`src/common/asc_defs.svh`:
```
// Offsets, field positions, reset values and masks of the system control bank
`ifndef ASC_DEFS_SVH
`define ASC_DEFS_SVH

// ****************************************
// Register offsets
// ****************************************
`define ASC_ADDR_ERR 8'h02
`define ASC_ADDR_SC1 8'h03
`define ASC_ADDR_FMT 8'h04
`define ASC_ADDR_SC2 8'h05

// ****************************************
// Reset values
// ****************************************
`define ASC_RST_ERR 8'h00
`define ASC_RST_SC1 8'ha0
`define ASC_RST_FMT 8'h05
`define ASC_RST_SC2 8'h40

// ****************************************
// Writable bits; all others read as default
// ****************************************
`define ASC_WMASK_SC1 8'haf
`define ASC_WMASK_FMT 8'h1f
`define ASC_WMASK_SC2 8'h6e

// ****************************************
// Field positions
// ****************************************
`define ASC_ERR_LSB 3
`define ASC_ERR_MSB 6
`define ASC_SC1_DCBLK 7
`define ASC_SC1_HARDUNM 5
`define ASC_SC1_ADET_DIS 3
`define ASC_SC1_SSTART_DIS 2
`define ASC_SC1_DEEMPH_MSB 1
`define ASC_SC2_SHUTDOWN 6
`define ASC_SC2_ALLCH 5
`define ASC_SC2_VOLSRC 3
`define ASC_SC2_MODE_MSB 2
`define ASC_SC2_MODE_LSB 1
`define ASC_FMT_MSB 4

`endif

```
`src/common/asc_pkg.sv`:
```
// Types shared by the system control bank and its helpers
package asc_pkg;

	// Fault events in error register order, D6 down to D3
	typedef struct packed {
		logic pll_autolock;
		logic bit_clock;
		logic frame_clock;
		logic frame_slip;
	} asc_err_t;

	typedef enum logic [1:0] {
		ASC_DEEMPH_NONE,
		ASC_DEEMPH_RSVD,
		ASC_DEEMPH_44K1,
		ASC_DEEMPH_48K
	} asc_deemph_t;

	typedef struct packed {
		logic dc_block_en;
		logic hard_unmute;
		logic autodetect_en;
		logic soft_start_en;
		asc_deemph_t deemph;
	} asc_ctl_t;

	typedef enum logic [1:0] {
		ASC_FMT_RJ,
		ASC_FMT_I2S,
		ASC_FMT_LJ,
		ASC_FMT_RSVD
	} asc_fmt_t;

	typedef struct packed {
		asc_fmt_t kind;
		logic [4:0] word_len;
		logic sclk_32fs;
	} asc_fmt_info_t;

	typedef struct packed {
		logic speaker;
		logic headphone;
		logic line_out;
		logic hp_vol_reg;
		logic hp_active;
		logic others_active;
	} asc_mode_t;

endpackage : asc_pkg

```
`src/design/asc_err_flags.sv`:
```
// Sticky error flags: set by fault events, cleared only by software writes or by reset
`timescale 1ns/1ps
module asc_err_flags #(
	parameter int WIDTH = 4
) (
	// Clock and reset
	input wire logic clk,
	input wire logic resetn,
	// Fault events
	input wire logic [WIDTH-1:0] set_evt,
	// Software write
	input wire logic wr_en,
	input wire logic [WIDTH-1:0] wr_data,
	// Flags
	output logic [WIDTH-1:0] flags
);
	logic [WIDTH-1:0] flag_r;
	logic [WIDTH-1:0] flag_nxt;

	genvar i;
	generate
		for (i = 0; i < WIDTH; i++) begin : g_flag
			// Event wins over a clearing write in the same cycle
			always_comb begin
				if (wr_en) begin
					flag_nxt[i] = wr_data[i] | set_evt[i];
				end else begin
					flag_nxt[i] = flag_r[i] | set_evt[i];
				end
			end
		end
	endgenerate

	always_ff @(posedge clk or negedge resetn) begin
		if (!resetn) begin
			flag_r <= '0;
		end else begin
			flag_r <= flag_nxt;
		end
	end

	assign flags = flag_r;
endmodule : asc_err_flags

```
`src/design/asc_mode_dec.sv`:
```
// Output mode decode from mode bits, volume source bit and headphone pin
`timescale 1ns/1ps
module asc_mode_dec (
	// Control bits
	input wire logic [1:0] mode_bits,
	input wire logic vol_src,
	// Pin
	input wire logic headphone_select_pin,
	// Decoded mode
	output asc_pkg::asc_mode_t mode
);
	import asc_pkg::*;

	always_comb begin
		mode = '0;
		case (mode_bits)
			2'h0: begin
				mode.headphone = headphone_select_pin;
			end
			2'h1: begin
				mode.headphone = 1'b1;
			end
			2'h2: begin
				mode.line_out = 1'b1;
			end
			default: begin
				// Reserved code behaves as mode 00: speaker unless the pin is high
				mode.headphone = headphone_select_pin;
			end
		endcase
		mode.speaker = !mode.headphone && !mode.line_out;
		// Headphone register only while in headphone mode with D3 low
		mode.hp_vol_reg = mode.headphone && !vol_src;
		mode.hp_active = mode.headphone || mode.line_out;
		// Headphone mode mutes every non-headphone channel
		mode.others_active = !mode.headphone;
	end
endmodule : asc_mode_dec

```
`src/design/asc_sysctl.sv`:
```
// System control and status register bank of the audio processor
//
// The address-and-strobe port is this design's own decision.
`timescale 1ns/1ps
`include "asc_defs.svh"

//Function
// Error flags are sticky; only software writes clear them.
// Error bits D6..D3: PLL lock, bit clock, frame clock, slip; reset 0.
// Control one D7 enables dc-blocking filter; default enabled.
// Control one D5: 0 soft unmute, 1 hard unmute; default 1.
// Control one D3 low enables clock autodetect; default low.
// Control one D2 low enables soft start; default low.
// Control one D1..D0 select de-emphasis: none, reserved, 44.1k, 48k.
// Serial format resets to I2S 24-bit, code 00101.
// Low five bits pick format; upper three read zero.
// Codes 10011 and 10110 use 32 fs bit clock; others reserved.
// Control two D6 low plays; high shuts all outputs in hard mute.
// D5 high starts all channels; low starts those outside shutdown group.
// Host changes D5 only while D6 is set.
// Output valid is 0 while shut down, 1 when all channels run.
// D3 picks headphone volume from headphone register or channel registers.
// Mode 00 speaker unless pin high; 01 headphone ORed with pin.
// Forced headphone mode mutes all non-headphone channels.
// Mode 10 line-out ignores pin; headphone and other channels active.
// Host sets D3 whenever line-out mode is selected.
// Host confirms manual clock settings by writing clock-valid bit.
// Hardware sets an error flag on each detected fault.
// Reserved bits read their default and writes to them do nothing.
module asc_sysctl #(
	parameter int NUM_CH = 6,
	parameter logic [NUM_CH-1:0] HP_CH_MASK = 6'h10
) (
	// Clock and reset
	input wire logic clk,
	input wire logic resetn,
	// Register port
	input wire logic [7:0] reg_addr,
	input wire logic [7:0] reg_wdata,
	input wire logic reg_wr,
	input wire logic reg_rd,
	output logic [7:0] reg_rdata,
	// Fault events, one cycle pulses
	input wire asc_pkg::asc_err_t fault_evt,
	// Pins and neighbouring registers
	input wire logic headphone_select_pin,
	input wire logic [NUM_CH-1:0] shutdown_group,
	// Error flags
	output asc_pkg::asc_err_t err_flags,
	// Processing controls
	output asc_pkg::asc_ctl_t ctl,
	output asc_pkg::asc_fmt_info_t fmt_info,
	output logic fmt_reserved,
	// Run and mode state
	output logic play,
	output logic all_channels_cfg,
	output logic [NUM_CH-1:0] ch_run,
	output logic output_valid,
	output asc_pkg::asc_mode_t out_mode
);
	import asc_pkg::*;

	// ****************************************
	// Register storage
	// ****************************************
	logic [7:0] sc1_r;
	logic [7:0] sc1_nxt;
	logic [7:0] fmt_r;
	logic [7:0] fmt_nxt;
	logic [7:0] sc2_r;
	logic [7:0] sc2_nxt;
	logic [7:0] rdata_r;
	logic [7:0] rdata_nxt;

	logic wr_err;
	logic wr_sc1;
	logic wr_fmt;
	logic wr_sc2;
	asc_err_t err_q;

	assign wr_err = reg_wr && (reg_addr == `ASC_ADDR_ERR);
	assign wr_sc1 = reg_wr && (reg_addr == `ASC_ADDR_SC1);
	assign wr_fmt = reg_wr && (reg_addr == `ASC_ADDR_FMT);
	assign wr_sc2 = reg_wr && (reg_addr == `ASC_ADDR_SC2);

	// ****************************************
	// Sticky error flags
	// ****************************************
	asc_err_flags #(
		.WIDTH($bits(asc_err_t))
	) u_err (
		.clk(clk),
		.resetn(resetn),
		.set_evt(fault_evt),
		.wr_en(wr_err),
		.wr_data(reg_wdata[`ASC_ERR_MSB:`ASC_ERR_LSB]),
		.flags(err_q)
	);

	// ****************************************
	// Control register writes
	// ****************************************
	// Reserved bits keep their default whatever is written
	always_comb begin
		sc1_nxt = sc1_r;
		fmt_nxt = fmt_r;
		sc2_nxt = sc2_r;
		if (wr_sc1) begin
			sc1_nxt = (reg_wdata & `ASC_WMASK_SC1) |
				(`ASC_RST_SC1 & ~`ASC_WMASK_SC1);
		end
		if (wr_fmt) begin
			fmt_nxt = reg_wdata & `ASC_WMASK_FMT;
		end
		if (wr_sc2) begin
			sc2_nxt = (reg_wdata & `ASC_WMASK_SC2) |
				(`ASC_RST_SC2 & ~`ASC_WMASK_SC2);
		end
	end

	always_ff @(posedge clk or negedge resetn) begin
		if (!resetn) begin
			sc1_r <= `ASC_RST_SC1;
			fmt_r <= `ASC_RST_FMT;
			sc2_r <= `ASC_RST_SC2;
		end else begin
			sc1_r <= sc1_nxt;
			fmt_r <= fmt_nxt;
			sc2_r <= sc2_nxt;
		end
	end

	// ****************************************
	// Read port
	// ****************************************
	// Data stand only in the cycle after the strobe
	always_comb begin
		rdata_nxt = 8'h00;
		if (reg_rd) begin
			case (reg_addr)
				`ASC_ADDR_ERR: begin
					rdata_nxt[`ASC_ERR_MSB:`ASC_ERR_LSB] = err_q;
				end
				`ASC_ADDR_SC1: begin
					rdata_nxt = sc1_r;
				end
				`ASC_ADDR_FMT: begin
					rdata_nxt = fmt_r;
				end
				`ASC_ADDR_SC2: begin
					rdata_nxt = sc2_r;
				end
				default: begin
					rdata_nxt = 8'h00;
				end
			endcase
		end
	end

	always_ff @(posedge clk or negedge resetn) begin
		if (!resetn) begin
			rdata_r <= 8'h00;
		end else begin
			rdata_r <= rdata_nxt;
		end
	end

	// ****************************************
	// Serial format decode
	// ****************************************
	function automatic asc_fmt_info_t fmt_decode(input logic [4:0] code);
		asc_fmt_info_t f;
		f.kind = ASC_FMT_RSVD;
		f.word_len = 5'd0;
		f.sclk_32fs = 1'b0;
		case (code)
			5'h00: begin
				f.kind = ASC_FMT_RJ;
				f.word_len = 5'd16;
			end
			5'h01: begin
				f.kind = ASC_FMT_RJ;
				f.word_len = 5'd20;
			end
			5'h02: begin
				f.kind = ASC_FMT_RJ;
				f.word_len = 5'd24;
			end
			5'h03: begin
				f.kind = ASC_FMT_I2S;
				f.word_len = 5'd16;
			end
			5'h04: begin
				f.kind = ASC_FMT_I2S;
				f.word_len = 5'd20;
			end
			5'h05: begin
				f.kind = ASC_FMT_I2S;
				f.word_len = 5'd24;
			end
			5'h06: begin
				f.kind = ASC_FMT_LJ;
				f.word_len = 5'd16;
			end
			5'h07: begin
				f.kind = ASC_FMT_LJ;
				f.word_len = 5'd20;
			end
			5'h08: begin
				f.kind = ASC_FMT_LJ;
				f.word_len = 5'd24;
			end
			5'h0a: begin
				f.kind = ASC_FMT_RJ;
				f.word_len = 5'd18;
			end
			5'h13: begin
				f.kind = ASC_FMT_I2S;
				f.word_len = 5'd16;
				f.sclk_32fs = 1'b1;
			end
			5'h16: begin
				f.kind = ASC_FMT_LJ;
				f.word_len = 5'd16;
				f.sclk_32fs = 1'b1;
			end
			default: begin
				f.kind = ASC_FMT_RSVD;
			end
		endcase
		return f;
	endfunction : fmt_decode

	// ****************************************
	// Output mode and channel run decode
	// ****************************************
	asc_mode_t mode_c;

	asc_mode_dec u_mode (
		.mode_bits(sc2_r[`ASC_SC2_MODE_MSB:`ASC_SC2_MODE_LSB]),
		.vol_src(sc2_r[`ASC_SC2_VOLSRC]),
		.headphone_select_pin(headphone_select_pin),
		.mode(mode_c)
	);

	asc_ctl_t ctl_c;
	asc_fmt_info_t fmt_c;
	logic fmt_rsvd_c;
	logic play_c;
	logic [NUM_CH-1:0] run_c;
	logic valid_c;

	always_comb begin
		ctl_c.dc_block_en = sc1_r[`ASC_SC1_DCBLK];
		ctl_c.hard_unmute = sc1_r[`ASC_SC1_HARDUNM];
		ctl_c.autodetect_en = !sc1_r[`ASC_SC1_ADET_DIS];
		ctl_c.soft_start_en = !sc1_r[`ASC_SC1_SSTART_DIS];
		ctl_c.deemph = asc_deemph_t'(sc1_r[`ASC_SC1_DEEMPH_MSB:0]);
		fmt_c = fmt_decode(fmt_r[`ASC_FMT_MSB:0]);
		fmt_rsvd_c = (fmt_c.kind == ASC_FMT_RSVD);
		play_c = !sc2_r[`ASC_SC2_SHUTDOWN];
	end

	// Per channel: playing, in configuration, and not muted by mode
	genvar ch;
	generate
		for (ch = 0; ch < NUM_CH; ch++) begin : g_run
			always_comb begin
				if (!play_c) begin
					run_c[ch] = 1'b0;
				end else if (HP_CH_MASK[ch]) begin
					run_c[ch] = mode_c.hp_active &&
						(sc2_r[`ASC_SC2_ALLCH] ||
						!shutdown_group[ch]);
				end else begin
					run_c[ch] = mode_c.others_active &&
						(sc2_r[`ASC_SC2_ALLCH] ||
						!shutdown_group[ch]);
				end
			end
		end
	endgenerate

	// Valid once every channel is started with nothing held back
	always_comb begin
		valid_c = play_c && (sc2_r[`ASC_SC2_ALLCH] ||
			(shutdown_group == '0));
	end

	// ****************************************
	// Registered outputs
	// ****************************************
	asc_ctl_t ctl_r;
	asc_fmt_info_t fmt_info_r;
	logic fmt_rsvd_r;
	logic play_r;
	logic allch_r;
	logic [NUM_CH-1:0] run_r;
	logic valid_r;
	asc_mode_t mode_r;

	always_ff @(posedge clk or negedge resetn) begin
		if (!resetn) begin
			ctl_r <= '{dc_block_en: 1'b1, hard_unmute: 1'b1,
				autodetect_en: 1'b1, soft_start_en: 1'b1,
				deemph: ASC_DEEMPH_NONE};
			fmt_info_r <= '{kind: ASC_FMT_I2S, word_len: 5'd24,
				sclk_32fs: 1'b0};
			fmt_rsvd_r <= 1'b0;
			play_r <= 1'b0;
			allch_r <= 1'b0;
			run_r <= '0;
			valid_r <= 1'b0;
			mode_r <= '0;
		end else begin
			ctl_r <= ctl_c;
			fmt_info_r <= fmt_c;
			fmt_rsvd_r <= fmt_rsvd_c;
			play_r <= play_c;
			allch_r <= sc2_r[`ASC_SC2_ALLCH];
			run_r <= run_c;
			valid_r <= valid_c;
			mode_r <= mode_c;
		end
	end

	assign reg_rdata = rdata_r;
	assign err_flags = err_q;
	assign ctl = ctl_r;
	assign fmt_info = fmt_info_r;
	assign fmt_reserved = fmt_rsvd_r;
	assign play = play_r;
	assign all_channels_cfg = allch_r;
	assign ch_run = run_r;
	assign output_valid = valid_r;
	assign out_mode = mode_r;
endmodule : asc_sysctl

```
`config.mk`:
```
export PLATFORM = sky130hd
export DESIGN_NAME = asc_sysctl
export DESIGN_NICKNAME = d
export VERILOG_FILES = /design/src/common/asc_pkg.sv /design/src/design/asc_err_flags.sv /design/src/design/asc_mode_dec.sv /design/src/design/asc_sysctl.sv
export VERILOG_INCLUDE_DIRS = /design/src /design/src/common
export SDC_FILE = /design/constraint.sdc
export NUM_CORES = 1
export LEC_CHECK = 0
export ABC_AREA = 1
export BUFFER_PORTS_ARGS = -buffer_cell sky130_fd_sc_hd__buf_2
export CORE_MARGIN = 4
export CORE_UTILIZATION = 54
export DETAILED_ROUTE_END_ITERATION = 12
export PLACE_DENSITY = 0.84
export SYNTH_ARGS = -nofsm -noshare
export SYNTH_HDL_FRONTEND = slang
export SYNTH_SLANG_ARGS = --single-unit
```
`constraint.sdc`:
```
create_clock -name clk -period 3.2 [get_ports clk]
set_input_delay 0.48 -clock clk [delete_from_list [all_inputs] [get_ports clk]]
set_output_delay 0.48 -clock clk [all_outputs]
set_load 0.02 [all_outputs]
```
==> flow_summary_export.csv <==
group,metric,value,unit
outcome,outcome,"finished clean",
cells_and_area,syn_to_final_growth,25.9,%
timing,drv_slew,0,
timing,fin_worst_skew,5.67,ps
detailed_routing,viasPerCell,5.07,
place,numPortBuffers,71,
grt,antenna_found_initial,0,
grt,grt_pass1_wl,9120,um
timing,fin_crit_sh,0.463,
cts,cts_resized,0,
synthesis,ys.warnings.count,0,
floorplanning,die_w,74.2,um
cts,clk_pin_slew,70,ps
cells_and_area,layout-drive-gt1-share,0.330,
worst_setup_path,crit_required,2720,ps
grt,grt_pass1_vias,1983,
worst_setup_path,r2r-end,"ch_run[0]$_DFF_PN0_",
cts,clock_sinks,57,
worst_hold_path,hold_class,"in -> async",
synthesis,avgSynthCellArea,9.21,sq um
power_and_ir_drop,cellLeakagePower,1.68,nW
timing,fin_setup_tns,0,ps
synthesis,syn_area,0.00237,sq mm
worst_setup_path,max_stage_delay,520,ps
floorplanning,die_h,74.2,um
worst_setup_path,rr_worst_depth,8,
synthesis,synthesis.nets,290,
detailed_routing,ant_nets,0,
worst_setup_path,crit_chain,"buf_2",
place,dpl_worst_slack,1580,ps
cts,clock-root-buffer,"clkbuf_8",
worst_setup_path,r2r_start,"sc2_r[1]$_DFFE_PN0P_",
timing,grt_setup_unrepaired,"no",
cells_and_area,layoutNonFillerInstCount,392,
timing,finalHoldViolCount,0,
detailed_routing,wl_per_cell,13.8,um
worst_setup_path,critPathKind,"reg -> out",
worst_setup_path,end_kind,"output port",
worst_setup_path,critPathLaunchType,"flip-flop",
cells_and_area,nFillCells,306,
cts,cts-buffers-inserted,9,
place,gp_congestion,0.857,
detailed_routing,dr.pass1.iters,4,
cts,post_cts_buffers,0,
worst_setup_path,cp_num_buf_inv,1,
grt,grt_use_total,0.223,
timing,fin_ws,1720,ps
timing,setup_viol,0,
worst_setup_path,worst-path-stages,1,
timing,tightest_slew,550,ps
worst_setup_path,cp-startpoint,"ctl[3]$_DFF_PN1_",
synthesis,synth_cells,257,
floorplanning,rows,23,
synthesis,ys_ff_latch,57,
detailed_routing,drtIter0Drc,238,
synthesis,ys_types,22,
worst_setup_path,cp_top_family,"flip-flops",
grt,gr-total-overflow,0,
cells_and_area,finish.utilization,0.724,
detailed_routing,dr_total_vias,1988,
cts,ctsHoldBuffers,0,
grt,grt_max_degree,32,
floorplanning,design.die.area,0.00551,sq mm
synthesis,yosysSeqAreaShare,0.609,
timing,period_minus_slack,1480,ps
detailed_routing,drcViolationCount,0,
floorplanning,initial_core_util,0.575,
cts,cts_tree,"done",
timing,relSlewSlack,0.633,
cells_and_area,layout_common_cells,"buf_2 (71), nand2_1 (56), dfrtp_1 (45)",
floorplanning,num_io_pins,73,
cts,clockBufferDepth,2,
run,maxCapViolCount,0,
power_and_ir_drop,p_per_area,545,mW/mm^2
worst_setup_path,r2r_setup_slack,1780,ps
worst_setup_path,crit_fanout,1,
detailed_routing,wl,5410,um
cells_and_area,diodes,0,
power_and_ir_drop,max-vdd-ir-drop,353,uV
cts,cts_max_level,3,
cells_and_area,final_cell_area,0.00298,sq mm
worst_setup_path,crit_slowest_cell,"dfstp_2",
timing,fmax,675,MHz
worst_setup_path,cp.arrival,1000,ps
cells_and_area,nets,370,
floorplanning,core_area,0.00412,sq mm
place,dp_cells,376,
cts,clkLatencyLatePin,330,ps
cells_and_area,final_common_cell,"buf_2",
place,dpl.hpwl,4020,um
place,dpl_cell_area,0.00276,sq mm
[worst max path at each step]
stage	slack, ps	endpoint
3_3_place_gp	1630	sc2_r[2]$_DFFE_PN0P_
5_1_grt	1620	ch_run[2]$_DFF_PN0_
4_1_cts	1710	ctl[3]
6_report	1720	ctl[3]
2_1_floorplan	1910	u_err.flags[0]$_DFF_PN0_
3_5_place_dp	1580	sc2_r[5]$_DFFE_PN0P_
[state kept, by name (all words and copies together) (netlist names)]
name              count
fmt_info              7
all_channels_cfg      1
out_mode              6
sc1_r                 6
u_err.flags           4
ctl                   6
ch_run                6
reg_rdata             8
sc2_r                 5
fmt_reserved          1
play                  1
output_valid          1
fmt_r                 5
[Yosys cell counts]
cell type / instances / area [sq um]
inv_1: 33 / 124
nand3_1: 31 / 155
buf_4: 1 / 7.51
o21ai_0: 13 / 65.1
conb_1: 1 / 3.75
a21oi_1: 14 / 70.1
nor2_4: 4 / 45.0
nand2_2: 3 / 18.8
inv_2: 3 / 11.3
a31oi_1: 1 / 6.26
dfstp_2: 12 / 315
nor2_2: 3 / 18.8
nand4_1: 1 / 6.26
nor2_1: 24 / 90.1
nand3_2: 1 / 10.0
buf_6: 2 / 22.5
ha_1: 2 / 25.0
and3_1: 1 / 6.26
nor3_1: 5 / 25.0
o21ai_1: 1 / 5.00
dfrtp_1: 45 / 1130
nand2_1: 56 / 210
[metrics by stage]
stage | hold slack, ps | total power, mW
2_1_floorplan | 184 | 0.857
3_3_place_gp | 356 | 0.923
3_5_place_dp | 356 | 0.926
4_1_cts | 143 | 1.64
5_1_grt | 162 | 1.69
6_report | 128 | 1.62
[where the power goes]
group          switching [mW]  internal [mW]  leakage, nW
clock                   0.266          0.444        0.113
sequential             0.0190          0.759        0.666
combinational          0.0962         0.0412        0.902
[routing by layer]
| metal | GRT usage | vias to the layer above | share of wire |
|---|---|---|---|
| li1 | - | 976 | - |
| met1 | 0.294 | 912 | 0.43 |
| met2 | 0.342 | 82 | 0.47 |
| met3 | 0.0581 | 18 | 0.076 |
| met4 | 0.115 | 0 | 0.029 |
| met5 | 0 | - | 0 |
[area by class of cell]
class / count / area [sq um] / share of cell area
clock inverters: 2 / 35.0 / 0.0118
flip-flops and latches: 57 / 1440 / 0.484
multi-input cells: 161 / 761 / 0.255
inverters: 36 / 135 / 0.0453
clock buffers: 14 / 183 / 0.0613
well taps: 50 / 62.6 / 0.0210
repair buffers: 72 / 363 / 0.122
[cell families (layout without fill, tap and decap cells)]
logic type,Yosys count,after routing,share of synthesized area
other,1,1,0.00158
flip-flops,57,57,0.609
AO/OA/AOI/OAI,29,29,0.0618
buffers and inverters,39,124,0.0698
AND/OR/NAND/NOR,129,129,0.247
adder cells (fa/ha/maj),2,2,0.0106
Power figures use the tool's default switching activity.
